**config.mk**
```make
export PLATFORM = sky130hd
export DESIGN_NAME = blc_regs
export DESIGN_NICKNAME = d
export VERILOG_FILES = /design/src/verilog/blc_pkg.sv /design/src/verilog/blc_code_reg.sv /design/src/verilog/blc_regs.sv
export VERILOG_INCLUDE_DIRS = /design/src /design/src/verilog
export SDC_FILE = /design/constraint.sdc
export NUM_CORES = 1
export LEC_CHECK = 0
export ABC_CLOCK_PERIOD_IN_PS = 1700
export BUFFER_PORTS_ARGS = -buffer_cell sky130_fd_sc_hd__buf_2
export CORE_MARGIN = 3
export CORE_UTILIZATION = 44
export DETAILED_ROUTE_END_ITERATION = 8
export PLACE_DENSITY = 0.74
export SLEW_MARGIN = 40
export SYNTH_ARGS = -nofsm -noshare
export SYNTH_HDL_FRONTEND = slang
export SYNTH_SLANG_ARGS = --single-unit
```
**constraint.sdc**
```tcl
create_clock -name CLK_IN -period 1.7 [get_ports CLK_IN]
set_input_delay 0.085 -clock CLK_IN [delete_from_list [all_inputs] [get_ports CLK_IN]]
set_output_delay 0.085 -clock CLK_IN [all_outputs]
set_load 0.1 [all_outputs]
```
**src/verilog/blc_cfg.svh**
```systemverilog
// Offsets, field positions and reset values of the backlight current code bank
`ifndef BLC_CFG_SVH
`define BLC_CFG_SVH

// Byte offsets on the host register port
`define BLC_OFF_DAYLIGHT_DIM 8'h0a
`define BLC_OFF_OFFICE_MAX 8'h0b
`define BLC_OFF_OFFICE_DIM 8'h0c
`define BLC_OFF_DARK_MAX 8'h0d

// Field layout of every current register
`define BLC_CODE_MSB 6
`define BLC_CODE_W 7
`define BLC_RSVD_BIT 7

// Reset value of every current code register
`define BLC_CODE_RESET 7'h00

// Code ends: zero current and full scale
`define BLC_CODE_ZERO 7'h00
`define BLC_CODE_FULL 7'h7f

// Ambient level encoding on the level select input
`define BLC_LVL_DAYLIGHT 2'h0
`define BLC_LVL_OFFICE 2'h1
`define BLC_LVL_DARK 2'h2

`endif

```
**src/verilog/blc_pkg.sv**
```systemverilog
// Types shared by the backlight current code bank
`default_nettype none

package blc_pkg;

	// State of one current code register
	typedef struct packed {
		logic [6:0] code;
	} blc_code_state_t;

	// State of the bank top level
	typedef struct packed {
		logic [7:0] rdata;
		logic rvalid;
		logic [6:0] drive_code;
		logic drive_off;
		logic drive_full;
	} blc_top_state_t;

endpackage : blc_pkg
`default_nettype wire

```
**src/verilog/blc_code_reg.sv**
```systemverilog
// One seven-bit current code register with a reserved top bit
`timescale 1ns/10ps
`default_nettype none
`include "blc_cfg.svh"

module blc_code_reg
	import blc_pkg::*;
#(
	parameter logic [7:0] ADDR = 8'h00
) (
	input wire logic clk_in,
	input wire logic rst_in,
	input wire logic wr_en_in,
	input wire logic [7:0] addr_in,
	input wire logic [7:0] wdata_in,
	output logic [6:0] code_out
);

	blc_code_state_t s_q;
	blc_code_state_t s_d;

	// Take only the code field; the reserved bit is never stored
	always_comb begin
		s_d = s_q;
		if (wr_en_in && (addr_in == ADDR)) begin
			s_d.code = wdata_in[`BLC_CODE_MSB:0];
		end
	end

	always_ff @(posedge clk_in) begin
		if (rst_in) begin
			s_q.code <= `BLC_CODE_RESET;
		end else begin
			s_q <= s_d;
		end
	end

	assign code_out = s_q.code;
endmodule : blc_code_reg
`default_nettype wire

```
**src/verilog/blc_regs.sv**
```systemverilog
// Backlight current code bank: four code registers and the active code select
`timescale 1ns/10ps
`default_nettype none
`include "blc_cfg.svh"

module blc_regs
	import blc_pkg::*;
(
	input wire logic CLK_IN,
	input wire logic RST_IN,
	input wire logic WR_EN_IN,
	input wire logic RD_EN_IN,
	input wire logic [7:0] ADDR_IN,
	input wire logic [7:0] WDATA_IN,
	input wire logic [1:0] LEVEL_IN,
	input wire logic DIM_TIMEOUT_IN,
	input wire logic DIM_FORCE_IN,
	input wire logic [6:0] DAYLIGHT_MAX_CODE_IN,
	input wire logic [6:0] DARK_DIM_CODE_IN,
	output logic [7:0] RDATA_OUT,
	output logic RVALID_OUT,
	output logic [6:0] CURRENT_CODE_OUT,
	output logic CURRENT_OFF_OUT,
	output logic CURRENT_FULL_OUT
);

	logic [6:0] daylight_dim_code;
	logic [6:0] office_max_code;
	logic [6:0] office_dim_code;
	logic [6:0] dark_max_code;
	logic dim_req;
	logic [6:0] sel_code;
	blc_top_state_t s_q;
	blc_top_state_t s_d;

	// The four current registers share one write port
	blc_code_reg #(.ADDR(`BLC_OFF_DAYLIGHT_DIM)) u_daylight_dim (
		.clk_in(CLK_IN),
		.rst_in(RST_IN),
		.wr_en_in(WR_EN_IN),
		.addr_in(ADDR_IN),
		.wdata_in(WDATA_IN),
		.code_out(daylight_dim_code)
	);

	blc_code_reg #(.ADDR(`BLC_OFF_OFFICE_MAX)) u_office_max (
		.clk_in(CLK_IN),
		.rst_in(RST_IN),
		.wr_en_in(WR_EN_IN),
		.addr_in(ADDR_IN),
		.wdata_in(WDATA_IN),
		.code_out(office_max_code)
	);

	blc_code_reg #(.ADDR(`BLC_OFF_OFFICE_DIM)) u_office_dim (
		.clk_in(CLK_IN),
		.rst_in(RST_IN),
		.wr_en_in(WR_EN_IN),
		.addr_in(ADDR_IN),
		.wdata_in(WDATA_IN),
		.code_out(office_dim_code)
	);

	blc_code_reg #(.ADDR(`BLC_OFF_DARK_MAX)) u_dark_max (
		.clk_in(CLK_IN),
		.rst_in(RST_IN),
		.wr_en_in(WR_EN_IN),
		.addr_in(ADDR_IN),
		.wdata_in(WDATA_IN),
		.code_out(dark_max_code)
	);

	// Dim wins over maximum whether it comes from the timer or from software
	assign dim_req = DIM_TIMEOUT_IN | DIM_FORCE_IN;

	// Active code select; an undefined level falls back to the dark pair
	always_comb begin
		case (LEVEL_IN)
			`BLC_LVL_DAYLIGHT: begin
				sel_code = dim_req ? daylight_dim_code : DAYLIGHT_MAX_CODE_IN;
			end
			`BLC_LVL_OFFICE: begin
				sel_code = dim_req ? office_dim_code : office_max_code;
			end
			default: begin
				sel_code = dim_req ? DARK_DIM_CODE_IN : dark_max_code;
			end
		endcase
	end

	// Read mux and drive outputs; reads of unmapped offsets return zero
	always_comb begin
		s_d = s_q;
		s_d.rvalid = RD_EN_IN;
		if (RD_EN_IN) begin
			case (ADDR_IN)
				`BLC_OFF_DAYLIGHT_DIM: begin
					s_d.rdata = {1'b0, daylight_dim_code};
				end
				`BLC_OFF_OFFICE_MAX: begin
					s_d.rdata = {1'b0, office_max_code};
				end
				`BLC_OFF_OFFICE_DIM: begin
					s_d.rdata = {1'b0, office_dim_code};
				end
				`BLC_OFF_DARK_MAX: begin
					s_d.rdata = {1'b0, dark_max_code};
				end
				default: begin
					s_d.rdata = 8'h00;
				end
			endcase
		end
		s_d.drive_code = sel_code;
		// Flags tell the analog side about the two code ends, law independent
		s_d.drive_off = (sel_code == `BLC_CODE_ZERO);
		s_d.drive_full = (sel_code == `BLC_CODE_FULL);
	end

	// Outputs come straight from this register; costs one cycle of latency
	always_ff @(posedge CLK_IN) begin
		if (RST_IN) begin
			s_q.rdata <= 8'h00;
			s_q.rvalid <= 1'b0;
			s_q.drive_code <= `BLC_CODE_RESET;
			s_q.drive_off <= 1'b1;
			s_q.drive_full <= 1'b0;
		end else begin
			s_q <= s_d;
		end
	end

	assign RDATA_OUT = s_q.rdata;
	assign RVALID_OUT = s_q.rvalid;
	assign CURRENT_CODE_OUT = s_q.drive_code;
	assign CURRENT_OFF_OUT = s_q.drive_off;
	assign CURRENT_FULL_OUT = s_q.drive_full;
endmodule : blc_regs
`default_nettype wire

```
======== After elaboration in Yosys (flattened, before gate mapping) ========
Index checks and enable logic that the tools add are counted.
word-level totals
  output and inout port bits .............. 18
  word-level logic and storage cells ...... 27
  bits in registers ....................... 46
cells by class
  reductions and logical operators ........ 6
  bitwise logic cells ..................... 1
  equal/unequal tests ..................... 6
  muxes and demuxes ....................... 5
operator list
  operator            number
  $eq 8x4->1 const B  4
  $pmux 7 s4          1
  $mux 7              3
  $pmux 7 s2          1
  $eq 7x7->1 const B  1
  $logic_not 7->1     1
  $logic_and 1x1->1   4
  $eq 2x1->1 const B  1
  $logic_not 2->1     1
  $or 1x1->1          1

======== Longest topological paths before layout ========
  word-level depth ........................ 4
  mapped depth ............................ 6

======== By module ========
Synthesis repeated with hierarchy kept, for this count alone.
unflattened totals
  cell total of the unflattened synthesis .. 252
  area total of the unflattened synthesis .. 2484.9 um2
by module, submodules not included
  module                         area each (um2)  cells an instance  sequential area each (um2)  instances
  blc_regs                       1096.1           123                340.3                       1
  blc_code_reg (u_dark_max ...)  342.8            32                 140.1                       2
  blc_code_reg (u_office_max)    357.8            32                 140.1                       1
  blc_code_reg (u_daylight_dim)  345.3            33                 140.1                       1

======== Worst setup path before layout ========
OpenSTA, ideal clock, no wires.
  path kind ............................... in2reg
  start point ............................. input port DIM_FORCE_IN
  end point ............................... register s_q, in the netlist CURRENT_FULL_OUT
  library setup time ...................... 88 ps
  cell stages on the path ................. 4
  setup slack ............................. 24 ps
  arrival time ............................ 1588 ps
  path through ............................ nor2_1 mux4_2 a2111o_1 nor4_2
between the ends
  longest elaborated chain between the ends .. 4
  elaborated cells on any way between the ends .. 6
  classes of those cells .................. eq/ne (1); mux (4); bitwise (1)
RTL lines
  item                              line                                            RTL
  start: declaration                blc_regs.sv:17                                  input wire logic DIM_FORCE_IN,
  $or 1x1->1 *                      blc_regs.sv:74                                  assign dim_req = DIM_TIMEOUT_IN | DIM_FORCE_IN;
  $mux 7, on equally long branches  blc_regs.sv:86, blc_regs.sv:80, blc_regs.sv:83
  $pmux 7 s2 *                      blc_regs.sv:78                                  case (LEVEL_IN)
  $eq 7x7->1 (no source line) *     -
  end: declaration                  blc_regs.sv:33                                  blc_top_state_t s_q;
Every way passes the cells marked *; elsewhere a longest branch is shown, timed or not.
A chain may end at the register's enable or synchronous reset.

======== Final worst setup path ========
  start point ............................. register u_daylight_dim.s_q, in the netlist u_daylight_dim.code_out[0]
  end point ............................... register s_q, in the netlist CURRENT_FULL_OUT
between the ends
  longest elaborated chain between the ends .. 3
RTL lines
  item                         line                RTL
  start: declaration           blc_code_reg.sv:19  blc_code_state_t s_q;
  $mux 7                       blc_regs.sv:80      sel_code = dim_req ? daylight_dim_code : DAYLIGHT_MAX_CODE_IN;
  $pmux 7 s2                   blc_regs.sv:78
  $eq 7x7->1 (no source line)  -
No other way between the ends.

==> results.md <==
* Outcome: complete, no violations
* Hold Path Class: in -> reg
* Syn_area_per_cell at 8.10 sq um
* CP Cell Sequence: mux2i_1, mux4_2, a2111o_1, nor4_2
* Maxcap violations at 0
* DRT iter0 DRCs at 252
* Final min period at 1.59 ns
* Hold_ws at 0.0515 ns
* Die Ht at 79.7 um
* Most frequent cell after synthesis: a21oi_1
* Ys flop type: dfxtp_1
* Worst Hold Depth at 3
* PortBufs at 53
* # clock sinks at 45
* Avg Vias per Cell at 5.89
* Worst skew pair latency at 0.30 ns
* FF-to-FF path depth at 4
* Worst-margin pin slew at 0.683 ns
* Core box area at 5170 sq um
* Warnings from Yosys at 0
* Crit-path max cell delay at 0.47 ns
* Largest area contributor in the netlist: dfxtp_1
* Number of setup buffers added after CTS at 0
* FMAX at 0.631 GHz
* Die W at 79.7 um
* Relative slew slack at 54.4%
* Antenna violations before repair at 0
* CTS Buf Count at 5
* Yosys cell types at 44
* Initial core utilization at 46.2%
* Flops & latches, synth at 45
* Die area at 6350 sq um
* Hpwl dp at 4.82 mm
* Fin nets at 383
* P&R area growth vs syn at 21.4%
* Bufs on Longest Clock Path at 2
* Post-synth top cells: 46 x a21oi_1, 45 x dfxtp_1, 32 x o21ai_1, 28 x nand3_1, 26 x clkbuf_1
* Final setup violation count at 0
* Routed wire length at 6.89 mm
* Top cells by area, synth: dfxtp_1 38%, a21oi_1 9.6%, nand3b_1 6.9%, o21ai_1 6.7%, nand3_1 5.9%
* Crit path DAT at 1.80 ns
* Hold_sp: WDATA_IN[4]
* Inserted Diodes at 0
* Total track usage at 22.3%
* Boundary Pins at 56
* Placed inst area at 2780 sq um
* Layout cells sized above 1 at 25.4%
* Async SR Flop Fraction at 0%
* Synthesized instance count at 295
* Worst Path Max Fanout at 3
* Finished Cell Area at 2900 sq um
* Mapped cell area at 2390 sq um
* Count of flip-flops with a built-in enable after synthesis at 0
* Worst reg2reg endpoint: CURRENT_FULL_OUT
* CTS H-tree lvls at 2
* Worst Clk Skew at 0.00856 ns
* Worst-path clk slew at 0.09 ns
* Setup CP Type: reg -> reg
* Syn Nets at 333
* Cell Pwr Density at 799 nW/um^2
* Peak supply drop at 0.539 mV
* Setup tns final at 0 ns
* RSZ-0062 raised after global routing: no
* CTS tree: done
* WL/cell at 16.6 um
* WP data required at 1.91 ns
* Vias at 2449
* Routability cong. at 0.881
* Largest net degree at the start of global routing at 37
* WHS Endpoint: u_office_dim.code_out[4]
* Post-route ant nets at 0
* Pleak at 1.03 nW
* Period utilisation layout at 93.3%
* Hold-fix buffers, CTS at 0
* Grt ovf at 0
* Critical path launch point type: register
* CTS Root Cell: clkbuf_8
* Vias in the first global route at 2190
* Post-synth top area share at 37.7%
* Post-synthesis sequential area ratio at 37.7%
* Final Hold Vio Count at 0
* Rows at 26
* R2R Setup Slk at 0.11 ns
* Drt first pass iters at 5
* DRC viols at 0
* Slowest library cell on the worst path: mux4_2
* CP endpoint kind: register
* Final slew viol count at 0
* FF-to-FF Start: u_daylight_dim.code_out[0]
* First-pass GRT wire length at 11.1 mm
[critical path, delay by kind of cell (launching register included)]
kind | cells | cell delay (ns)
flip-flops | 1 | 0.37
AO/OA/AOI/OAI | 1 | 0.41
multiplexers | 2 | 0.57
AND/OR/NAND/NOR | 1 | 0.15
[registers in the layout, summed over array words and instances (netlist names)]
| signal | count |
|---|---|
| RDATA_OUT | 7 |
| CURRENT_CODE_OUT | 7 |
| u_office_max.code_out | 7 |
| CURRENT_OFF_OUT | 1 |
| u_dark_max.code_out | 7 |
| RVALID_OUT | 1 |
| u_office_dim.code_out | 7 |
| CURRENT_FULL_OUT | 1 |
| u_daylight_dim.code_out | 7 |
[timing repair]
item | 4_1_cts | 5_1_grt
setup endpoints to repair | 0 | 1
endpoints found under the hold margin | 0 | 0
gates resized for setup | 0 | 2
[power by group]
part / internal (mW) / switching (mW)
logic: 0.120 / 0.264
clock network: 0.478 / 0.385
registers: 1.07 / 0.00361
total: 1.66 / 0.653
[cells by family (layout without fill, tap and decap cells)]
logic type             count (synthesis)  in the layout  synth area share [%]
AO/OA/AOI/OAI                        114            114                  28.8
buffers and inverters                 35             86                  6.07
flip-flops                            45             45                  37.7
multiplexers                           7              7                  3.98
other                                  1              1                 0.157
AND/OR/NAND/NOR                       93             93                  23.2
[placed cells by master (no fill, tap or decap), types with 2 or more instances in the layout]
master,count
inv_1,5
clkbuf_8,6
mux4_2,2
or2_1,2
a32oi_1,3
a32o_1,2
nand3_1,28
buf_4,19
a21oi_1,46
mux2i_1,5
o21ai_1,32
o21a_1,3
nand3b_1,22
o2111a_1,2
a211o_1,3
a221oi_1,5
dfxtp_2,2
buf_2,53
a211oi_1,4
nand2b_1,10
nor4_1,2
o21ai_0,4
nand2_1,6
a22oi_1,3
nor2_1,10
nor2b_1,4
dfxtp_1,43
[worst max-delay path by stage]
stage / start / endpoint
after global placement: DIM_FORCE_IN / CURRENT_FULL_OUT
after global routing: u_office_dim.code_out[0] / CURRENT_FULL_OUT
after detailed placement: DIM_FORCE_IN / CURRENT_FULL_OUT
after CTS: u_office_dim.code_out[2] / CURRENT_FULL_OUT
final: u_daylight_dim.code_out[0] / CURRENT_FULL_OUT
after floorplan: DIM_FORCE_IN / CURRENT_FULL_OUT
[stage by stage]
stage,std cells,setup WS [ns],power (mW),util (%)
3_3_place_gp,408,0.0451,1.48,53.7
4_1_cts,416,0.0246,2.33,56.0
2_1_floorplan,295,0.0239,1.36,-
6_report,416,0.114,2.32,56.1
5_1_grt,416,0.0231,2.39,56.1
3_5_place_dp,408,0.0355,1.48,53.7
[layer usage]
| metal | up-vias | GRT usage (%) | wire length (um) |
|---|---|---|---|
| met4 | 0 | 4.12 | 62 |
| met1 | 1143 | 31.2 | 3090 |
| li1 | 1198 | - | - |
| met5 | - | 0 | 0 |
| met2 | 101 | 35.6 | 3190 |
| met3 | 7 | 4.63 | 542 |
[layout make-up]
| class | instances | area [sq um] |
|---|---|---|
| fillers | 499 | 2270 |
| multi-input cells | 215 | 1340 |
| flip-flops and latches | 45 | 903 |
| repair buffers | 73 | 428 |
| well taps | 70 | 87.6 |
| clock buffers | 6 | 82.6 |
| clock inverters | 2 | 37.5 |
| inverters | 5 | 18.8 |
Power figures use the tool's default switching activity.
